===== src/logic/mdc_pkg.sv =====
// Shared constants, request and answer carriers for the multiply/divide coprocessor
package mdc_pkg;

  localparam int MDC_DATA_W = 16;
  localparam int MDC_RES_W = 32;
  localparam int MDC_MODE_W = 7;

  // Mode register layout
  localparam int MDC_OUTM_LSB = 4;
  localparam int MDC_OUTM_MSB = 6;
  localparam int MDC_OP_LSB = 0;
  localparam int MDC_OP_MSB = 3;
  localparam logic [6:0] MDC_MODE_RESET = 7'h00;

  // Operation codes
  localparam logic [3:0] MDC_OP_CLEAR = 4'h0;
  localparam logic [3:0] MDC_OP_LOAD16 = 4'h1;
  localparam logic [3:0] MDC_OP_LOAD32 = 4'h2;
  localparam logic [3:0] MDC_OP_READ = 4'h3;
  localparam logic [3:0] MDC_OP_MULU = 4'h4;
  localparam logic [3:0] MDC_OP_MULS = 4'h5;
  localparam logic [3:0] MDC_OP_MACS = 4'h7;
  localparam logic [3:0] MDC_OP_DIVU = 4'h8;
  localparam logic [3:0] MDC_OP_DIVS = 4'h9;

  // Output mode codes
  localparam logic [2:0] MDC_OUTM_LOW = 3'h0;
  localparam logic [2:0] MDC_OUTM_HIGH = 3'h1;

  // Flag bit positions, order C V Z N
  localparam int MDC_FLAG_V = 2;
  localparam logic [3:0] MDC_FLAGS_CLEAR = 4'h0;

  // Divider timing
  localparam logic [4:0] MDC_DIV_STEPS = 5'h10;
  localparam int MDC_DIV_MIN_CYC = 17;
  localparam int MDC_DIV_MAX_CYC = 20;

  typedef enum logic [1:0] {
    MDC_REQ_MODE,
    MDC_REQ_OPERAND,
    MDC_REQ_INIT
  } mdc_req_kind_t;

  typedef struct packed {
    mdc_req_kind_t kind;
    logic [15:0] data_a;
    logic [15:0] data_b;
  } mdc_req_t;

  typedef struct packed {
    logic [15:0] data;
    logic [3:0] flags;
  } mdc_rsp_t;

  function automatic logic [15:0] mdc_pick_half(input logic [31:0] res, input logic [2:0] outm);
    return (outm == MDC_OUTM_HIGH) ? res[31:16] : res[15:0];
  endfunction : mdc_pick_half

endpackage : mdc_pkg


===== src/logic/mdc_mac_unit.sv =====
// Single-cycle 16x16 multiplier with 32-bit signed accumulate
`timescale 1ns/1ps
module mdc_mac_unit
  import mdc_pkg::*;
(
  input wire logic [15:0] i_op_a,
  input wire logic [15:0] i_op_b,
  input wire logic i_signed,
  input wire logic [31:0] i_acc,
  output logic [31:0] o_product,
  output logic [31:0] o_sum,
  output logic o_overflow
);

  wire [31:0] prod_u = 32'(i_op_a) * 32'(i_op_b);
  wire signed [31:0] prod_s = 32'($signed(i_op_a)) * 32'($signed(i_op_b));

  assign o_product = i_signed ? prod_s : prod_u;
  assign o_sum = i_acc + prod_s;
  // Overflow only when both addends share a sign and the sum flips it
  assign o_overflow = (i_acc[31] == prod_s[31]) && (o_sum[31] != i_acc[31]);

endmodule : mdc_mac_unit


===== src/logic/mdc_divider.sv =====
// Sequential 16/16 restoring divider, unsigned and signed
`timescale 1ns/1ps
module mdc_divider
  import mdc_pkg::*;
(
  input wire logic i_clock,
  input wire logic i_reset,
  input wire logic i_start,
  input wire logic i_signed,
  input wire logic [15:0] i_dividend,
  input wire logic [15:0] i_divisor,
  output logic o_done,
  output logic [15:0] o_quotient,
  output logic [15:0] o_residue
);

  typedef enum logic [1:0] {DV_IDLE, DV_RUN, DV_FIX, DV_DONE} mdc_div_state_t;

  mdc_div_state_t state;
  logic [15:0] quo;
  logic [15:0] rem;
  logic [15:0] dvs;
  logic [4:0] cnt;
  logic neg_q;
  logic neg_r;
  logic fix;

  wire dd_neg = i_signed && i_dividend[15];
  wire dv_neg = i_signed && i_divisor[15];
  wire [15:0] dd_mag = dd_neg ? 16'(-i_dividend) : i_dividend;
  wire [15:0] dv_mag = dv_neg ? 16'(-i_divisor) : i_divisor;
  wire [16:0] shifted = {rem, quo[15]};
  wire [17:0] diff = {1'b0, shifted} - {2'b00, dvs};
  wire fits = !diff[17];

  always_ff @(posedge i_clock) begin
    if (i_reset) begin
      state <= DV_IDLE;
      quo <= 16'h0000;
      rem <= 16'h0000;
      dvs <= 16'h0000;
      cnt <= 5'h00;
      neg_q <= 1'b0;
      neg_r <= 1'b0;
      fix <= 1'b0;
    end else begin
      unique case (state)
        DV_IDLE: begin
          if (i_start) begin
            quo <= dd_mag;
            rem <= 16'h0000;
            dvs <= dv_mag;
            cnt <= MDC_DIV_STEPS;
            neg_q <= dd_neg ^ dv_neg;
            neg_r <= dd_neg;
            fix <= i_signed;
            state <= DV_RUN;
          end
        end
        DV_RUN: begin
          rem <= fits ? diff[15:0] : shifted[15:0];
          quo <= {quo[14:0], fits};
          cnt <= cnt - 5'h01;
          // Signed operands cost one extra cycle for the sign fix
          if (cnt == 5'h01) begin
            state <= fix ? DV_FIX : DV_DONE;
          end
        end
        DV_FIX: begin
          if (neg_q) begin
            quo <= 16'(-quo);
          end
          if (neg_r) begin
            rem <= 16'(-rem);
          end
          state <= DV_DONE;
        end
        DV_DONE: begin
          state <= DV_IDLE;
        end
      endcase
    end
  end

  assign o_done = (state == DV_DONE);
  assign o_quotient = quo;
  assign o_residue = rem;

endmodule : mdc_divider


===== src/logic/mdc_top.sv =====
// Multiply / multiply-accumulate / divide coprocessor seen from the CPU core
//
// How it works
// - Op 0x4 multiplies unsigned, 0x5 signed, 32-bit result in one cycle.
// - Op 0x7 adds signed product to result, flags overflow, one cycle.
// - Op 0x8 divides unsigned in 18 cycles, 0x9 signed in 19 cycles.
// - Nine operation codes; 0x6 and 0xA-0xF reserved, never programmed.
// - Each answer returns one 16-bit half chosen by output mode.
// - Mode write takes seven low bits of the source; destination ignored.
// - Mode bits 6:4 are output mode, bits 3:0 operation mode.
// - Output mode 0 returns low half, 1 high half; others reserved.
// - Selecting op 0x0 clears the result register at once.
// - Op 0x1 loads a 16-bit start value into the low half and zeroes the high half.
// - Op 0x2 loads a 32-bit start value into the whole result.
// - Op 0x3 only returns the selected half of the result.
// - One operand send carries both operands; answer has half and flags.
// - Result register holds until a later operation overwrites it.
// - Division leaves quotient in low half and residue in high half.
`timescale 1ns/1ps
module mdc_top
  import mdc_pkg::*;
(
  input wire logic i_clock,
  input wire logic i_reset,
  input wire logic i_req_valid,
  input wire mdc_req_t i_req,
  output logic o_ack,
  output mdc_rsp_t o_rsp,
  output logic o_busy
);

  logic [6:0] mode;
  logic [31:0] result;
  logic [31:0] next_result;
  logic [3:0] next_flags;

  // Operands of the running division, kept for checking only
  logic [15:0] div_a;
  logic [15:0] div_b;

  wire [31:0] product;
  wire [31:0] mac_sum;
  wire mac_ovf;
  wire div_done;
  wire [15:0] div_quo;
  wire [15:0] div_res;

  // Request decode; nothing is taken while a division runs
  wire take = i_req_valid && !o_busy;
  wire take_mode = take && (i_req.kind == MDC_REQ_MODE);
  wire take_oper = take && (i_req.kind == MDC_REQ_OPERAND);
  wire take_init = take && (i_req.kind == MDC_REQ_INIT);

  wire [6:0] new_mode = i_req.data_b[MDC_MODE_W-1:0];
  wire [3:0] op = mode[MDC_OP_MSB:MDC_OP_LSB];
  wire [2:0] outm = mode[MDC_OUTM_MSB:MDC_OUTM_LSB];
  wire [6:0] next_mode = take_mode ? new_mode : mode;

  wire is_div = (op == MDC_OP_DIVU) || (op == MDC_OP_DIVS);
  wire div_start = take_oper && is_div;
  wire next_ack = (take && !div_start) || div_done;

  mdc_mac_unit u_mac (
    .i_op_a(i_req.data_a),
    .i_op_b(i_req.data_b),
    .i_signed(op == MDC_OP_MULS),
    .i_acc(result),
    .o_product(product),
    .o_sum(mac_sum),
    .o_overflow(mac_ovf)
  );

  mdc_divider u_div (
    .i_clock(i_clock),
    .i_reset(i_reset),
    .i_start(div_start),
    .i_signed(op == MDC_OP_DIVS),
    .i_dividend(i_req.data_a),
    .i_divisor(i_req.data_b),
    .o_done(div_done),
    .o_quotient(div_quo),
    .o_residue(div_res)
  );

  // Result register update; reserved codes leave it untouched
  always_comb begin
    next_result = result;
    next_flags = MDC_FLAGS_CLEAR;
    if (div_done) begin
      next_result = {div_res, div_quo};
    end else if (take_mode && (new_mode[MDC_OP_MSB:MDC_OP_LSB] == MDC_OP_CLEAR)) begin
      next_result = 32'h0000_0000;
    end else if (take_oper) begin
      case (op)
        MDC_OP_MULU, MDC_OP_MULS: begin
          next_result = product;
        end
        MDC_OP_MACS: begin
          next_result = mac_sum;
          next_flags[MDC_FLAG_V] = mac_ovf;
        end
        default: begin
          next_result = result;
        end
      endcase
    end else if (take_init && (op == MDC_OP_LOAD16)) begin
      next_result = {16'h0000, i_req.data_b};
    end else if (take_init && (op == MDC_OP_LOAD32)) begin
      next_result = {i_req.data_a, i_req.data_b};
    end
  end

  always_ff @(posedge i_clock) begin
    if (i_reset) begin
      mode <= MDC_MODE_RESET;
      result <= 32'h0000_0000;
    end else begin
      mode <= next_mode;
      result <= next_result;
    end
  end

  always_ff @(posedge i_clock) begin
    if (i_reset) begin
      o_ack <= 1'b0;
      o_rsp <= '0;
      o_busy <= 1'b0;
    end else begin
      o_ack <= next_ack;
      if (next_ack) begin
        // Reserved output modes fall back to the low half
        o_rsp.data <= mdc_pick_half(next_result, next_mode[MDC_OUTM_MSB:MDC_OUTM_LSB]);
        o_rsp.flags <= next_flags;
      end
      if (div_start) begin
        o_busy <= 1'b1;
      end else if (div_done) begin
        o_busy <= 1'b0;
      end
    end
  end

  always_ff @(posedge i_clock) begin
    if (div_start) begin
      div_a <= i_req.data_a;
      div_b <= i_req.data_b;
    end
  end

  // Check helpers: cycles spent busy, and whether the standing answer came from an accumulate
  logic [4:0] busy_cycles;
  logic flags_from_mac;

  always_ff @(posedge i_clock) begin
    if (i_reset) begin
      busy_cycles <= 5'h00;
      flags_from_mac <= 1'b0;
    end else begin
      busy_cycles <= o_busy ? busy_cycles + 5'h01 : 5'h00;
      if (next_ack) begin
        flags_from_mac <= take_oper && (op == MDC_OP_MACS);
      end
    end
  end

  mul_single_cycle_a: assert property (
    @(posedge i_clock) disable iff (i_reset)
    take_oper && (op == MDC_OP_MULU)
    |=> o_ack && (result == 32'($past(i_req.data_a)) * 32'($past(i_req.data_b))))
    else $error("unsigned product wrong or late");

  mac_accumulate_a: assert property (
    @(posedge i_clock) disable iff (i_reset)
    take_oper && (op == MDC_OP_MACS)
    |=> o_ack && (result == $past(result) + 32'($signed($past(i_req.data_a))) * 32'($signed($past(i_req.data_b))))
        && (o_rsp.flags[MDC_FLAG_V] == $past(mac_ovf)))
    else $error("accumulate result or overflow flag wrong");

  div_latency_a: assert property (
    @(posedge i_clock) disable iff (i_reset)
    div_start |=> !o_ack [*8] ##1 !o_ack [*8] ##[1:4] o_ack)
    else $error("division answer outside 17 to 20 cycles");

  div_placement_a: assert property (
    @(posedge i_clock) disable iff (i_reset)
    $fell(o_busy) && (op == MDC_OP_DIVU) && (div_b != 16'h0000)
    |-> (32'(result[15:0]) * 32'(div_b) + 32'(result[31:16]) == 32'(div_a)) && (result[31:16] < div_b))
    else $error("quotient and residue misplaced");

  half_select_a: assert property (
    @(posedge i_clock) disable iff (i_reset)
    o_ack |-> o_rsp.data == ((outm == MDC_OUTM_HIGH) ? result[31:16] : result[15:0]))
    else $error("returned half does not follow output mode");

  clear_mode_a: assert property (
    @(posedge i_clock) disable iff (i_reset)
    take_mode && (i_req.data_b[3:0] == MDC_OP_CLEAR) |=> (result == 32'h0000_0000) && o_ack)
    else $error("clear mode did not zero result");

  init_load_a: assert property (
    @(posedge i_clock) disable iff (i_reset)
    take_init && ((op == MDC_OP_LOAD16) || (op == MDC_OP_LOAD32))
    |=> result == (($past(op) == MDC_OP_LOAD32) ? {$past(i_req.data_a), $past(i_req.data_b)}
      : {16'h0000, $past(i_req.data_b)}))
    else $error("start value not loaded");

  read_keeps_a: assert property (
    @(posedge i_clock) disable iff (i_reset)
    take_oper && ((op == MDC_OP_READ) || (op == 4'h6) || (op > MDC_OP_DIVS)) |=> $stable(result))
    else $error("read or reserved op changed result");

  busy_hold_a: assert property (
    @(posedge i_clock) disable iff (i_reset)
    o_busy && !div_done |=> $stable(mode) && !o_ack)
    else $error("request accepted during division");

  mode_field_a: assert property (
    @(posedge i_clock) disable iff (i_reset)
    take_mode |=> mode == $past(i_req.data_b[6:0]))
    else $error("mode register not written from source bits");

  mul_signed_a: assert property (
    @(posedge i_clock) disable iff (i_reset)
    take_oper && (op == MDC_OP_MULS)
    |=> o_ack && (result == 32'($signed($past(i_req.data_a))) * 32'($signed($past(i_req.data_b)))))
    else $error("signed product wrong or late");

  ack_single_a: assert property (
    @(posedge i_clock) disable iff (i_reset)
    take && !div_start |=> o_ack)
    else $error("request not answered in one cycle");

  div_busy_a: assert property (
    @(posedge i_clock) disable iff (i_reset)
    div_start |=> o_busy && !o_ack)
    else $error("division start did not raise busy");

  div_release_a: assert property (
    @(posedge i_clock) disable iff (i_reset)
    div_done |=> o_ack && !o_busy)
    else $error("division end not answered");

  busy_bound_a: assert property (
    @(posedge i_clock) disable iff (i_reset)
    o_busy |-> busy_cycles < 5'(MDC_DIV_MAX_CYC))
    else $error("division busy for too long");

  div_sign_a: assert property (
    @(posedge i_clock) disable iff (i_reset)
    $fell(o_busy) && (op == MDC_OP_DIVS)
    |-> (result[31:16] == 16'h0000) || (result[31] == div_a[15]))
    else $error("signed residue sign does not follow dividend");

  flags_clear_a: assert property (
    @(posedge i_clock) disable iff (i_reset)
    o_ack && !flags_from_mac |-> o_rsp.flags == MDC_FLAGS_CLEAR)
    else $error("flags set outside accumulate");

  ack_cause_a: assert property (
    @(posedge i_clock) disable iff (i_reset)
    o_ack |-> $past(i_req_valid) || $past(div_done))
    else $error("answer without a request");

  // The reset edge itself may change the answer, so that cycle is left out
  rsp_stands_a: assert property (
    @(posedge i_clock) disable iff (i_reset)
    !o_ack && !$past(i_reset) |-> $stable(o_rsp))
    else $error("answer changed without acknowledge");

  result_hold_a: assert property (
    @(posedge i_clock) disable iff (i_reset)
    !take && !div_done |=> $stable(result))
    else $error("result changed with no operation");

  mode_hold_a: assert property (
    @(posedge i_clock) disable iff (i_reset)
    !take_mode |=> $stable(mode))
    else $error("mode changed without a mode write");

endmodule : mdc_top


===== config.mk =====
export PLATFORM = sky130hd
export DESIGN_NAME = mdc_top
export DESIGN_NICKNAME = d
export VERILOG_FILES = /design/src/logic/mdc_pkg.sv /design/src/logic/mdc_mac_unit.sv /design/src/logic/mdc_divider.sv /design/src/logic/mdc_top.sv
export SDC_FILE = /design/constraint.sdc
export NUM_CORES = 2
export LEC_CHECK = 0
export ABC_AREA = 1
export BUFFER_PORTS_ARGS = -buffer_cell sky130_fd_sc_hd__clkbuf_2
export CORE_UTILIZATION = 34
export DETAILED_ROUTE_END_ITERATION = 8
export GPL_TIMING_DRIVEN = 0
export SLEW_MARGIN = 30
export SYNTH_ARGS = -nofsm -noshare
export SYNTH_HDL_FRONTEND = slang
export SYNTH_SLANG_ARGS = --single-unit

===== constraint.sdc =====
create_clock -name i_clock -period 9.1 [get_ports i_clock]
set_input_delay 2.275 -clock i_clock [delete_from_list [all_inputs] [get_ports i_clock]]
set_output_delay 2.275 -clock i_clock [all_outputs]
set_load 0.005 [all_outputs]

After elaboration in Yosys (flattened, before gate mapping)
Cells that the tools add are included.
{ "word_totals": {"mem_count": 0, "romBits": 0, "elab_cells": 104, "ff_bits": 116, "out_inout_bits": 22, "latchBits": 0, "ramBits": 0, "inputBits": 37} }
{ "op_classes": {"add_sub_neg": 7, "muxes": 30, "n_div": 0, "reduce_logical": 29, "n_lt_le_gt_ge": 0, "shifts": 0, "bitwise_logic": 1, "multipliers": 2, "eq_ne": 20} }
{ "ops": {"columns": ["operator", "count"], "rows": [
  ["two-way mux 32 bit", 6],
  ["two-way mux 16 bit", 8],
  ["case mux 16 bit (3 select lines)", 2],
  ["multiplier 16 x 16 -> 32 bit", 2],
  ["negation 16 bit", 4],
  ["case mux 32 bit (2 select lines)", 1],
  ["adder 32 bit", 1],
  ["subtractor 17 x 16 -> 18 bit", 1],
  ["equality test 4 x 3 -> 1 bit, second input constant", 3],
  ["logical AND 1 bit", 12],
  ["case mux 5 bit (2 select lines)", 1],
  ["equality test 4 bit, second input constant", 2],
  ["case mux 2 bit (4 select lines)", 1],
  ["two-way mux 1 bit", 7],
  ["two-way mux 7 bit", 1],
  ["equality test 2 bit, second input constant", 3],
  ["!= test 2 x 1 -> 1 bit, second input constant", 3],
  ["AND reduction 2 bit", 3],
  ["AND reduction 3 bit", 2],
  ["equality test 5 x 1 -> 1 bit, second input constant", 1],
  ["two-way mux 5 bit", 1],
  ["subtractor 5 x 1 -> 5 bit, second input constant", 1],
  ["equality test 2 x 1 -> 1 bit, second input constant", 2],
  ["equality test 4 x 1 -> 1 bit, second input constant", 1],
  ["other kinds (14)", 20]
]} }

Depth between registers and ports, before layout
{ "logic_depth": {"ltp_word": 10, "ltp_mapped": 46, "mapped_depth_nobuf": 44} }

By module
Synthesis repeated with hierarchy kept, for this count alone.
{ "hier_totals": {"cells_unflattened": 3929, "hier_area_um2": 26800.7} }
{ "modules_own_cells": {"columns": ["mod", "cells_each", "n_inst", "area_per_inst_um2"], "rows": [
  ["mdc_mac_unit", 2431, 1, 17763.3],
  ["mdc_divider", 887, 1, 5261.3],
  ["mdc_top", 611, 1, 3776.1]
]} }

Least setup slack after synthesis
OpenSTA, ideal clock, no wires.
{ "synth_path": {"kind": "input to register", "start": "input i_req[26] in the netlist's numbering", "end": "register o_rsp[8] in the netlist's numbering", "setup_slack_ns": 0.029, "t_required_ns": 8.966, "stages": 39, "arrival_ns": 8.937, "setup_time_ns": 0.134, "cell_sequence": "clkbuf_1 clkbuf_1 nand2_1 fa_1 fa_1 inv_1 fa_1 inv_1 fa_1 inv_1 fa_1 inv_1 fa_1 inv_1 ha_1 nand2_1 nor2_2 inv_1 [3 not listed] a21oi_4 o211ai_1 nand2_1 ha_1 a21o_1 a21oi_1 o21ai_0 a21oi_1 nand2_1 or2_2 nand3_1 o21ai_0 inv_1 nand2_1 nand2_1 nand3_1 nand2_1 a21oi_1"} }
{ "synth_via": {"elab_chain_cells": 7, "elab_cells_between_ends": 9, "cone_classes": "1 x add/sub; 2 x mul; 6 x mux"} }
{ "synth_lines": {"columns": ["item", "line", "text"], "rows": [
  ["start: declaration", "mdc_top.sv:26", "input wire mdc_req_t i_req,"],
  ["multiplier 16 x 16 -> 32 bit (on tied branches)", "mdc_mac_unit.sv:16, mdc_mac_unit.sv:15", null],
  ["adder 32 bit or two-way mux 32 bit (tied branches)", "mdc_mac_unit.sv:19, mdc_mac_unit.sv:18", null],
  ["case mux 32 bit (2 select lines) *", "mdc_top.sv:94", "case (op)"],
  ["two-way mux 32 bit *", "mdc_top.sv:93", "end else if (take_oper) begin"],
  ["two-way mux 32 bit *", "mdc_top.sv:91", "end else if (take_mode && (new_mode[MDC_OP_MSB:MDC_OP_LSB] == MDC_OP_CLEAR)) begin"],
  ["two-way mux 32 bit *", "mdc_top.sv:89", "if (div_done) begin"],
  ["two-way mux 16 bit *", "mdc_pkg.sv:57", "return (outm == MDC_OUTM_HIGH) ? res[31:16] : res[15:0];"],
  ["end: declaration", "mdc_top.sv:28", "output mdc_rsp_t o_rsp,"]
]} }
Mark *: on every way between the ends. The rest lies on a longest branch, timed or not.
A chain may end at the register's enable or synchronous reset.

Worst setup path after layout
{ "layout_path": {"start": "input i_req[29] in the netlist's numbering", "end": "register o_rsp[16] in the netlist's numbering"} }
Same word-level chain as after synthesis.

==> run metrics <==
total grt overflow 0; setup violators final 0; CP most frequent cell nand2_2; DP Worst Slack -2160 ps; worst hold path depth 2; Critical Path Sink Type flop; Fin. Hold Viols 0; DRT iter0 DRCs around 2600; Die ar. ~0.077 mm2; Worst setup SP type input pin; io pins between 50 and 60; Synth Register Bits about 120; relative slew slack 0.377; Reg clk slew, reported paths around 60 ps; Crit path arrival time ~9400 ps; crit-path max cell delay around 600 ps; Synth Area per Inst 7.00 um2; Placed Area 0.0272 mm2; final worst setup slack around 18 ps; Die X-Extent 277 um; clock tree from TritonCTS done; Starting Density 0.345; Tightest Hold Check Type flop to flop; vias approximately 25000; clk_lat worst skew around 440 ps; Post-synth EDFFs 0; Setup crit end o_rsp[16]$_SDFFE_PP0P_; critical path's slowest cell fa_1; Final Wtd Congestion approximately 1; Post-synth ARST share 0; fmax around 110 MHz; CTS Sinks about 120; CTS root buffer clkbuf_16; CP max FO 6; Yosys Warn Count 0; Yosys cell types 67; Gate Count Post-Synth 3685; Avg WL per Cell 21.1 um; row count 100; H-Tree Depth 4; largest net degree at the start of global routing 17; Mapped Area about 0.026 mm2; RSZ-0062 raised after global routing true; Bufs on Longest Clock Path 2; FF-to-FF Start result[0]$_SDFF_PP0_; setup tns final 0 ps; skew final around 11 ps; design area about 0.030 mm2; post-synthesis sequential area ratio 0.0901; IO buf count 35; worst r2r dst o_rsp[16]$_SDFFE_PP0P_; max-cap check violation count 0; Final HPWL DP between 80 and 90 mm; # DRC 0; number of global-route vias before repair around 25000; Min Hold Slack between 400 and 500 ps; Final period util 0.998; critical path type input pin to flop; worst endpoint required time between 9000 and 10000 ps; 1st-pass router iterations 7; status finished, final reports clean; Die H ~280 um; final slew viol count 0; Filler cells roughly 7800; gr usage total 0.263; nets 4424; top_reg_cell synth dfxtp_1; initial antenna violation count 1; CTS buffer count 17; vias per std cell roughly 5.3; area grow syn2layout 17.7%; Tmin final between 9000 and 10000 ps; FF-to-FF setup slack 5990 ps; layout cells sized above 1 0.145; worst r2r path cells 17; Final ANT Viol Nets 0; Setup crit start i_req[29]; first-pass GRT wire length ~150 mm; Core Region about 0.075 mm2; final WL 101 mm; worst-margin pin slew 935 ps
-- critical path, delay by kind of cell --
family | cells | cell delay (ps)
adders and majority gates | 8 | 3730
and+or+nand+nor | 19 | 2040
buffers and inverters | 9 | 960
AOI/OAI and AO/OA | 4 | 330
-- state kept, by name, indices dropped and copies added (netlist names) --
register / cells
mode: 7
o_ack: 1
o_busy: 1
o_rsp: 17
result: 32
u_div.cnt: 5
u_div.dvs: 16
u_div.fix: 1
u_div.neg_q: 1
u_div.neg_r: 1
u_div.o_quotient: 16
u_div.o_residue: 16
u_div.state: 2
-- stage by stage --
step,utilization,instances
detailed placement,0.364,4692
global route,0.406,4792
finish,0.406,4793
global placement,0.364,4691
CTS,0.392,4755
floorplan,-,3687
-- how the worst min path moves through the flow --
stage                                        start                       end  slack, ps
after floorplan             u_div.fix$_SDFFE_PP0P_    u_div.fix$_SDFFE_PP0P_        440
after global placement    u_div.neg_q$_SDFFE_PP0P_  u_div.neg_q$_SDFFE_PP0P_        450
after detailed placement  u_div.neg_q$_SDFFE_PP0P_  u_div.neg_q$_SDFFE_PP0P_        460
after CTS                 u_div.neg_q$_SDFFE_PP0P_  u_div.neg_q$_SDFFE_PP0P_        470
after global routing      u_div.neg_q$_SDFFE_PP0P_  u_div.neg_q$_SDFFE_PP0P_        480
final                       o_rsp[10]$_SDFFE_PP0P_    o_rsp[10]$_SDFFE_PP0P_        470
-- placed cells by master (no fill, tap or decap), types with 79 or more instances in the layout --
cell / n
o21ai_0: 176
inv_1: 779
nand3_1: 155
nor2_1: 157
a21oi_1: 263
buf_4: 79
fa_1: 347
dfxtp_1: 116
nand2_1: 758
ha_1: 172
-- what timing repair did --
action	CTS	global route
resized for setup	328	243
setup buffers	39	38
pin swaps	76	130
cloned	0	1
hold buffers	0	0
endpoints found under the setup margin	39	32
-- cell type report --
cell class	instances	area (um2)	share of cell area
inverters	828	3140	0.103
clock inverters	15	180	0.00594
clock buffers	17	425	0.0140
flip-flops and latches	116	2320	0.0765
diodes	1	2.50	0.0000825
plain buffers	127	1130	0.0374
multi-input cells	2607	21000	0.692
repair buffers	113	918	0.0303
well taps	969	1210	0.0399
-- synth_stat cells (all sizes together) (38+ instances only) --
cell / count / share of area
a21oi: 307 / 0.061
buf: 49 / 0.0098
clkbuf: 87 / 0.013
dfxtp: 116 / 0.090
fa: 368 / 0.29
ha: 209 / 0.10
inv: 826 / 0.12
nand2: 831 / 0.12
nand3: 174 / 0.035
nor2: 190 / 0.030
nor3: 48 / 0.012
o21ai: 220 / 0.043
xor2: 38 / 0.013
-- logic make-up (layout without fill, tap and decap cells) --
kind of cell               count (synthesis)  after routing  share of synthesized area
other                                      1              4                   0.000145
xor gates and xnor gates                  57             57                     0.0197
muxes                                      2              2                   0.000776
adders and majority gates                577            577                      0.387
and+or+nand+nor                         1303           1303                      0.215
DFF                                      116            116                     0.0901
AOI/OAI and AO/OA                        665            665                      0.145
buffers and inverters                    964           1100                      0.143
-- per-layer routing --
layer	vias up	part of all wire	GRT usage	routed length, um
met5	-	0	0	0
met4	0	0.049	0.113	4980
met2	1054	0.44	0.406	44200
li1	11726	-	-	-
met3	203	0.074	0.0311	7520
met1	12334	0.44	0.369	44400
Power is not shown: default switching activity piles up to over one toggle a cycle in this logic, so the estimate is an artifact.
